## config.mk

```make
export PLATFORM = sky130hd
export DESIGN_NAME = dram_access_mode_bits
export DESIGN_NICKNAME = d
export VERILOG_FILES = /design/src/dram_mode_pkg.sv /design/src/addr_latch.sv /design/src/dram_access_mode_bits.sv
export SDC_FILE = /design/constraint.sdc
export NUM_CORES = 1
export LEC_CHECK = 0
export ABC_AREA = 1
export BUFFER_PORTS_ARGS = -buffer_cell sky130_fd_sc_hd__buf_2
export CAP_MARGIN = 10
export CORE_MARGIN = 8
export CORE_UTILIZATION = 52
export DETAILED_ROUTE_END_ITERATION = 7
export PLACE_DENSITY = 0.85
export SLEW_MARGIN = 10
export SYNTH_ARGS = -nofsm -noshare
export SYNTH_HDL_FRONTEND = slang
export SYNTH_SLANG_ARGS = --single-unit
```

## constraint.sdc

```tcl
create_clock -name clk_sys -period 2.7 [get_ports clk_sys]
set_input_delay 0.135 -clock clk_sys [delete_from_list [all_inputs] [get_ports clk_sys]]
set_output_delay 0.135 -clock clk_sys [all_outputs]
set_load 0.01 [all_outputs]
```

## src/dram_mode_pkg.sv

```systemverilog
// Purpose: shared constants and types for the dram access mode block
// Assumes: 40 MHz system clock
// Notes: timing counts are derived from times in ns
package dram_mode_pkg;
	// ************************************
	// clock and timing
	// ************************************
	localparam int CLK_PERIOD_NS = 25;
	localparam int ROW_HOLD_LONG_NS = 25;
	localparam int ROW_HOLD_SHORT_NS = 15;
	localparam int COL_SETUP_LONG_NS = 10;
	localparam int COL_SETUP_SHORT_NS = 0;
	// least times round up, never below one cycle
	localparam int ROW_HOLD_LONG_CYC =
		((ROW_HOLD_LONG_NS + CLK_PERIOD_NS - 1) / CLK_PERIOD_NS) < 1 ? 1 :
		((ROW_HOLD_LONG_NS + CLK_PERIOD_NS - 1) / CLK_PERIOD_NS);
	localparam int ROW_HOLD_SHORT_CYC =
		((ROW_HOLD_SHORT_NS + CLK_PERIOD_NS - 1) / CLK_PERIOD_NS) < 1 ? 1 :
		((ROW_HOLD_SHORT_NS + CLK_PERIOD_NS - 1) / CLK_PERIOD_NS);
	localparam int COL_SETUP_LONG_CYC =
		((COL_SETUP_LONG_NS + CLK_PERIOD_NS - 1) / CLK_PERIOD_NS) < 1 ? 1 :
		((COL_SETUP_LONG_NS + CLK_PERIOD_NS - 1) / CLK_PERIOD_NS);
	localparam int COL_SETUP_SHORT_CYC =
		((COL_SETUP_SHORT_NS + CLK_PERIOD_NS - 1) / CLK_PERIOD_NS) < 1 ? 1 :
		((COL_SETUP_SHORT_NS + CLK_PERIOD_NS - 1) / CLK_PERIOD_NS);
	localparam int CNT_W = 4;
	localparam logic [CNT_W-1:0] CNT_ZERO = 4'h0;
	localparam logic [CNT_W-1:0] CNT_ONE = 4'h1;
	localparam logic [CNT_W-1:0] ROW_HOLD_LONG_C = CNT_W'(ROW_HOLD_LONG_CYC);
	localparam logic [CNT_W-1:0] ROW_HOLD_SHORT_C = CNT_W'(ROW_HOLD_SHORT_CYC);
	localparam logic [CNT_W-1:0] COL_SETUP_LONG_C = CNT_W'(COL_SETUP_LONG_CYC);
	localparam logic [CNT_W-1:0] COL_SETUP_SHORT_C = CNT_W'(COL_SETUP_SHORT_CYC);
	// ************************************
	// programming word layout
	// ************************************
	localparam int POS_COL_SETUP = 7;
	localparam int POS_ROW_HOLD = 8;
	localparam int POS_WR_DELAY = 9;
	localparam int PROG_ADDR_W = 10;
	typedef struct packed {
		logic extend_column_strobe_select;
		logic access_mode_select;
		logic address_latch_mode_select;
		logic write_column_delay_bit;
		logic row_hold_select;
		logic column_setup_select;
	} mode_bits_t;
	localparam mode_bits_t MODE_RESET = '0;
endpackage : dram_mode_pkg

```

## src/addr_latch.sv

```systemverilog
// Purpose: latch or fall-through register for one address field
// Assumes: capture strobe is a one-cycle pulse on clk_sys
// Notes: fall through bypasses the stored copy
`timescale 1ns/1ps
module addr_latch #(
	parameter int W = 10
) (
	// clock and reset
	input wire logic clk_sys,
	input wire logic rst,
	// control
	input wire logic capture,
	input wire logic fall_through,
	// data
	input wire logic [W-1:0] d_in,
	output logic [W-1:0] d_out
);
	logic [W-1:0] held_q;
	always_ff @(posedge clk_sys) begin
		if (rst) begin
			held_q <= '0;
		end else if (capture) begin
			held_q <= d_in;
		end
	end
	assign d_out = fall_through ? d_in : held_q;
endmodule : addr_latch

```

## src/dram_access_mode_bits.sv

```systemverilog
// Purpose: mode dependent strobe, address and write enable control
// Assumes: access inputs are synchronous to clk_sys; delay line given as a tap input
// Notes: strobes are active high internally; pins invert outside
`timescale 1ns/1ps
module dram_access_mode_bits
	import dram_mode_pkg::*;
#(
	parameter int ROW_W = 10,
	parameter int COL_W = 10,
	parameter int BANK_W = 2,
	parameter int NCAS = 4
) (
	// clock and reset
	input wire logic clk_sys,
	input wire logic rst,
	// programming
	input wire logic mode_load_in,
	input wire logic [PROG_ADDR_W-1:0] prog_addr_in,
	input wire logic prog_latch_mode_in,
	input wire logic prog_access_mode_in,
	input wire logic prog_extend_in,
	// port access
	input wire logic port_a_access_request,
	input wire logic port_b_access_request,
	input wire logic port_b_grant,
	input wire logic address_strobe_in,
	input wire logic latch_strobe_in,
	input wire logic write_access,
	input wire logic [NCAS-1:0] column_extend_input,
	input wire logic [ROW_W-1:0] row_addr_in,
	input wire logic [COL_W-1:0] col_addr_in,
	input wire logic [BANK_W-1:0] bank_addr_in,
	// refresh side
	input wire logic refresh_active,
	input wire logic scrub_refresh,
	input wire logic refresh_pending,
	// delay line tap for column strobe
	input wire logic delay_line_cas,
	// dram side
	output logic row_strobe_out,
	output logic [NCAS-1:0] column_strobe_out,
	output logic write_strobe_pin,
	output logic [ROW_W-1:0] dram_row_addr,
	output logic [COL_W-1:0] dram_col_addr,
	output logic [BANK_W-1:0] dram_bank_addr,
	output logic addr_mux_col,
	// status
	output mode_bits_t mode_bits
);
	// ************************************
	// programming register
	// ************************************
	mode_bits_t mode_q;
	logic mode_load_prev_q;
	always_ff @(posedge clk_sys) begin
		if (rst) begin
			mode_load_prev_q <= 1'b0;
		end else begin
			mode_load_prev_q <= mode_load_in;
		end
	end
	always_ff @(posedge clk_sys) begin
		if (rst) begin
			mode_q <= MODE_RESET;
		end else if (mode_load_prev_q && !mode_load_in && !refresh_active) begin
			mode_q.extend_column_strobe_select <= prog_extend_in;
			mode_q.access_mode_select <= prog_access_mode_in;
			mode_q.address_latch_mode_select <= prog_latch_mode_in;
			mode_q.write_column_delay_bit <= prog_addr_in[POS_WR_DELAY];
			mode_q.row_hold_select <= prog_addr_in[POS_ROW_HOLD];
			mode_q.column_setup_select <= prog_addr_in[POS_COL_SETUP];
		end
	end
	assign mode_bits = mode_q;

	// ************************************
	// access start
	// ************************************
	logic access_req;
	logic start_latch_q;
	logic ras_q;
	logic as_prev_q;
	logic ls_prev_q;
	assign access_req = port_a_access_request || (port_b_access_request && port_b_grant);
	always_ff @(posedge clk_sys) begin
		if (rst) begin
			as_prev_q <= 1'b0;
			ls_prev_q <= 1'b0;
		end else begin
			as_prev_q <= address_strobe_in;
			ls_prev_q <= latch_strobe_in;
		end
	end
	always_ff @(posedge clk_sys) begin
		if (rst) begin
			start_latch_q <= 1'b0;
		end else if (!access_req) begin
			start_latch_q <= 1'b0;
		end else if (latch_strobe_in && !mode_q.access_mode_select) begin
			start_latch_q <= 1'b1;
		end
	end
	// row strobe on edge after latch
	always_ff @(posedge clk_sys) begin
		if (rst) begin
			ras_q <= 1'b0;
		end else if (!access_req) begin
			ras_q <= 1'b0;
		end else if (start_latch_q || (mode_q.access_mode_select && address_strobe_in)) begin
			ras_q <= 1'b1;
		end
	end
	assign row_strobe_out = access_req &&
		(ras_q || (mode_q.access_mode_select && address_strobe_in));

	// ************************************
	// address hold and column setup
	// ************************************
	logic [CNT_W-1:0] hold_cnt_q;
	logic [CNT_W-1:0] setup_cnt_q;
	logic col_ready;
	logic edge_seen_q;
	always_ff @(posedge clk_sys) begin
		if (rst) begin
			hold_cnt_q <= CNT_ZERO;
		end else if (!row_strobe_out) begin
			hold_cnt_q <= mode_q.row_hold_select ? ROW_HOLD_SHORT_C : ROW_HOLD_LONG_C;
		end else if (hold_cnt_q != CNT_ZERO) begin
			hold_cnt_q <= hold_cnt_q - CNT_ONE;
		end
	end
	// column address stays off the bus until row hold ends
	assign addr_mux_col = row_strobe_out && (hold_cnt_q == CNT_ZERO);
	always_ff @(posedge clk_sys) begin
		if (rst) begin
			setup_cnt_q <= CNT_ZERO;
		end else if (!addr_mux_col) begin
			setup_cnt_q <= mode_q.column_setup_select ? COL_SETUP_SHORT_C : COL_SETUP_LONG_C;
		end else if (setup_cnt_q != CNT_ZERO) begin
			setup_cnt_q <= setup_cnt_q - CNT_ONE;
		end
	end
	// first clock edge after row strobe asserted
	always_ff @(posedge clk_sys) begin
		if (rst) begin
			edge_seen_q <= 1'b0;
		end else begin
			edge_seen_q <= row_strobe_out;
		end
	end

	// ************************************
	// column strobes
	// ************************************
	logic cas_go;
	logic cas_on_q;
	logic [NCAS-1:0] cas_hold_q;
	always_comb begin
		col_ready = addr_mux_col && (setup_cnt_q == CNT_ZERO) && delay_line_cas;
		if (mode_q.write_column_delay_bit && write_access) begin
			cas_go = col_ready && edge_seen_q;
		end else begin
			cas_go = col_ready;
		end
	end
	always_ff @(posedge clk_sys) begin
		if (rst) begin
			cas_on_q <= 1'b0;
		end else if (!row_strobe_out) begin
			cas_on_q <= 1'b0;
		end else if (cas_go) begin
			cas_on_q <= 1'b1;
		end
	end
	// extended strobes held per extend input
	always_ff @(posedge clk_sys) begin
		if (rst) begin
			cas_hold_q <= '0;
		end else if (!mode_q.extend_column_strobe_select || scrub_refresh) begin
			cas_hold_q <= '0;
		end else if (cas_on_q) begin
			cas_hold_q <= column_extend_input;
		end else begin
			cas_hold_q <= cas_hold_q & column_extend_input;
		end
	end
	always_comb begin
		if (scrub_refresh) begin
			column_strobe_out = {NCAS{row_strobe_out && refresh_active}};
		end else if (mode_q.extend_column_strobe_select) begin
			column_strobe_out = ({NCAS{cas_on_q}} | cas_hold_q) & column_extend_input;
		end else begin
			column_strobe_out = {NCAS{cas_on_q && row_strobe_out}};
		end
	end

	// ************************************
	// write pin
	// ************************************
	// write pin function
	assign write_strobe_pin = mode_q.extend_column_strobe_select ? refresh_pending :
		(write_access && row_strobe_out);

	// ************************************
	// address latches
	// ************************************
	logic addr_cap;
	// capture on strobe or granted request
	assign addr_cap = (address_strobe_in && !as_prev_q) || (latch_strobe_in && !ls_prev_q) ||
		(port_b_access_request && port_b_grant);
	addr_latch #(.W(ROW_W)) u_row (
		.clk_sys(clk_sys),
		.rst(rst),
		.capture(addr_cap),
		.fall_through(mode_q.address_latch_mode_select),
		.d_in(row_addr_in),
		.d_out(dram_row_addr)
	);
	addr_latch #(.W(COL_W)) u_col (
		.clk_sys(clk_sys),
		.rst(rst),
		.capture(addr_cap),
		.fall_through(mode_q.address_latch_mode_select),
		.d_in(col_addr_in),
		.d_out(dram_col_addr)
	);
	addr_latch #(.W(BANK_W)) u_bank (
		.clk_sys(clk_sys),
		.rst(rst),
		.capture(addr_cap),
		.fall_through(mode_q.address_latch_mode_select),
		.d_in(bank_addr_in),
		.d_out(dram_bank_addr)
	);
endmodule : dram_access_mode_bits

```

* Yosys cells after proc, flatten, opt, wreduce, memory -nomap -nowiden *
Index checks and enable logic that the tools add are counted.

operators by class
  add/subtract/negate cells = 2
  equality and inequality tests = 2
  muxes and demuxes = 12
  bitwise gates (word level) = 6
  reductions and logical operators = 36

operators by type and width
  cell                 count
  $mux 10              2
  $logic_and 1x1->1    16
  $mux 4               3
  $and 4x4->4          2
  $logic_not 4->1      2
  $reduce_bool 4->1    2
  $reduce_or 2->1      4
  $sub 4x1->4 const B  2
  $logic_not 1->1      6
  $logic_or 1x1->1     6
  $mux 1               6
  $ne 2x1->1 const B   2
  $or 4x4->4           1
  $not 1->1            3
  $mux 2               1

storage, ports and cells
  bits in registers = 47
  input port bits = 52
  output and inout port bits = 35
  logic and storage cells = 79

* Longest topological paths before layout *
  word-level depth = 8
  depth in mapped cells = 7
  gate-level depth less buffers = 7

* Cells and area by module *
From an unflattened synthesis, not the netlist that was laid out.

second synthesis, totals
  cells, all modules = 320
  area, all modules = 2312.2 µm²

by module, submodules not included
  module                   times used  cells each  area each (µm²)  sequential area each (µm²)
  addr_latch at u_col ...  2           85          559.3            200.2
  dram_access_mode_bits    1           133         1094.8           500.5
  addr_latch at u_bank     1           17          98.8             40.0

* Least setup slack after synthesis *
Ideal clock, no wire load.

  path kind = register to output
  from = reg mode_q (netlist bit mode_bits[3])
  to = out dram_col_addr[8]
  data arrival time = 0.984 ns
  data required time = 2.565 ns
  slack = 1.581 ns
  stages on the path, launching flop included = 4
  path buffers = 1
  cells stage by stage = dfxtp_1 > clkinv_1 > clkbuf_1 > o21ai_0

on the way
  longest elaborated chain between the ends = 1

ends and longest elaborated chain
  what             line                         RTL
  start, declared  dram_access_mode_bits.sv:53  mode_bits_t mode_q;
  $mux 10          addr_latch.sv:26             assign d_out = fall_through ? d_in : held_q;
  end, declared    dram_access_mode_bits.sv:44  output logic [COL_W-1:0] dram_col_addr,

No other way between the ends.

* Worst setup path in the final report *
  from = reg mode_q (netlist bit mode_bits[3])
  to = out dram_row_addr[6]

on the way
  longest elaborated chain between the ends = 1

ends and longest elaborated chain
  what           line                         RTL
  $mux 10        addr_latch.sv:26
  end, declared  dram_access_mode_bits.sv:43  output logic [ROW_W-1:0] dram_row_addr,

No other way between the ends.

==> reports/qor.csv <==
metric,value,unit
r2r_start,as_prev_q,
nets,454,
cts_buffer_depth,2,
yosysWarnings,0,
worst_pin_slew,1020,ps
start_util,54.6,%
crit_path_top_delay_cell,dfxtp_1,
slew_violations,0,
outcome,"finished, final reports clean",
globalplace.congestion,0.723,
grt_max_degree,45,
ir_worst_vdd,0.473,mV
grt_pass1_wl,7740,um
synth_seq_cells,47,
crit_path_cell_trace,clkinv_1 -> buf_4 -> o21ai_0 -> buf_2,
finalWirelength,4680,um
required,2570,ps
cp-start-kind,register,
port_buffers,79,
crit_path_start,mode_bits[3],
diodes,0,
synth_fp_nets,381,
ys_types,23,
syn2layout_area_growth,21.6,%
holdCritStartpoint,mode_load_in,
tns,0,ps
ant_nets,0,
hold_buffers,0,
drt-initial-drc-count,125,
routedWlPerCell,10.4,um
place_hpwl,3490,um
postCtsResizedCells,0,
fp.coreArea,0.00403,mm^2
p_total,1460,uW
cp.arrival,1550,ps
path_class,reg2out,
postSynthCellCount,325,
dieArea,0.00656,mm^2
max_stage_delay,350,ps
synth-seq-area-share,42.8,%
antenna_found_initial,0,
layout-drive-gt1-share,23.1,%
leakage,0.00150,uW
cts_root_buf,clkbuf_8,
ioPinCount,87,
fp.dieW,81.0,um
htreeDepth,2,
post_cts_buffers,0,
hold_viol,0,
grt_pass1_vias,1902,
grt_usage,14.4,%
grt_setup_unrepaired,false,
clock_latency,290,ps
fin_skew,3.98,ps
worst_setup_path_end_kind,output port,
powerDensity,545,mW/mm^2
period_share,62.4,%
numClockSinks,47,
drt_first_pass_iters,4,
finalSetupViolations,0,
max_slew_margin,31.8,%
syn_area_per_cell,6.76,um^2
min_path_cells,3,
die_h,81.0,um
layout_min_cycle_time,1680,ps
crit_fanout,36,
maxCapViolations,0,
cts_tree,built,
vias_per_cell,4.61,
rr_worst_depth,4,
post-route-drc-count,0,
syn_area,0.00220,mm^2
fill_cells,368,
cts-buffers-inserted,5,
num_rows,23,
grt_overflow,0,
vias,2070,
path_clk_slew,80,ps
clock.fmax,0.594,GHz
hold_class,in2reg,
==> logic make-up after synthesis <==
group,share of synthesized area [%]
compound gates,12.0
xor+xnor,1.99
fa+ha+maj,2.28
buf+inv,11.7
flops,42.8
simple gates,29.3
==> layer usage <==
metal	routed length [um]	vias up	share of wire, %	global-route usage [%]
met3	467	4	10	6.18
met4	36	0	0.77	3.93
met5	0	-	0	0
li1	-	1131	-	-
met2	1930	69	41	22.7
met1	2250	866	48	17.5
==> path summary, 6_finish.rpt <==
path                            to  slack (ps)
setup reg to reg  u_bank.held_q[0]        1180
hold / removal    mode_load_prev_q          50
hold reg to reg       mode_bits[1]         460
setup / recovery  dram_row_addr[6]        1020
==> flip-flops by register name, indices dropped and copies added (netlist names), 2 cells and up <==
signal / flops
mode_bits: 6
u_bank.held_q: 2
cas_hold_q: 4
setup_cnt_q: 4
hold_cnt_q: 4
u_row.held_q: 10
u_col.held_q: 10
==> layout make-up <==
| type | instances | area, um^2 | area share (%) |
|---|---|---|---|
| clock buffer | 8 | 100 | 3.75 |
| inverter | 44 | 165 | 6.18 |
| multi-input combinational | 220 | 1000 | 37.5 |
| sequential | 47 | 941 | 35.2 |
| tap | 50 | 62.6 | 2.34 |
| timing repair buffer | 80 | 403 | 15.1 |
==> cell usage in the layout (no fill, tap or decap), types with 2 or more instances in the layout <==
| master | instances |
|---|---|
| buf_2 | 79 |
| nor2_4 | 2 |
| inv_1 | 42 |
| xor2_1 | 2 |
| dfxtp_1 | 47 |
| a21oi_1 | 10 |
| nand3_1 | 4 |
| nand2_1 | 90 |
| nor2_1 | 65 |
| ha_1 | 4 |
| clkbuf_8 | 7 |
| o211ai_1 | 4 |
| o21ai_0 | 31 |
| xnor2_1 | 3 |
==> critical path: cells and delay by family, from the launching register on <==
family                 cells  cell delay, ps
AO/OA/AOI/OAI              1             210
buffers and inverters      3             700
flip-flops                 1             350
==> cells in the mapped netlist <==
cell | number | share of area (%)
xor2_1 | 2 | 0.80
nand2_2 | 1 | 0.28
nor2_4 | 2 | 1.0
nor3_1 | 1 | 0.23
nand3_1 | 4 | 0.91
buf_4 | 1 | 0.34
o211ai_4 | 1 | 0.97
xnor2_1 | 3 | 1.2
a21oi_1 | 10 | 2.3
o21ai_0 | 31 | 7.1
ha_1 | 4 | 2.3
o31ai_1 | 1 | 0.34
o211ai_1 | 4 | 1.4
inv_1 | 42 | 7.2
inv_2 | 1 | 0.17
nand2_1 | 90 | 15
clkbuf_1 | 5 | 0.85
buf_6 | 4 | 2.0
buf_2 | 4 | 0.91
dfxtp_1 | 47 | 43
nor2_1 | 65 | 11
nand3b_1 | 1 | 0.34
clkinv_1 | 1 | 0.17
==> report_power, final <==
group          internal, uW  switching, uW
clock network           234            223
logic                   103            146
registers               732           18.3
total                  1070            387
==> metrics by stage <==
step                area, um^2  hold slack, ps  setup slack [ps]  util, %  instances
finish                    2670            48.8              1020     66.3        449
global route              2670            56.2               862     66.3        449
CTS                       2670            47.1              1020     66.3        449
detailed placement        2570             354              1170     63.9        441
global placement          2570             349              1200     63.9        441
floorplan                 2200             242              1580        -        325
(Power assumes the default switching activity.)
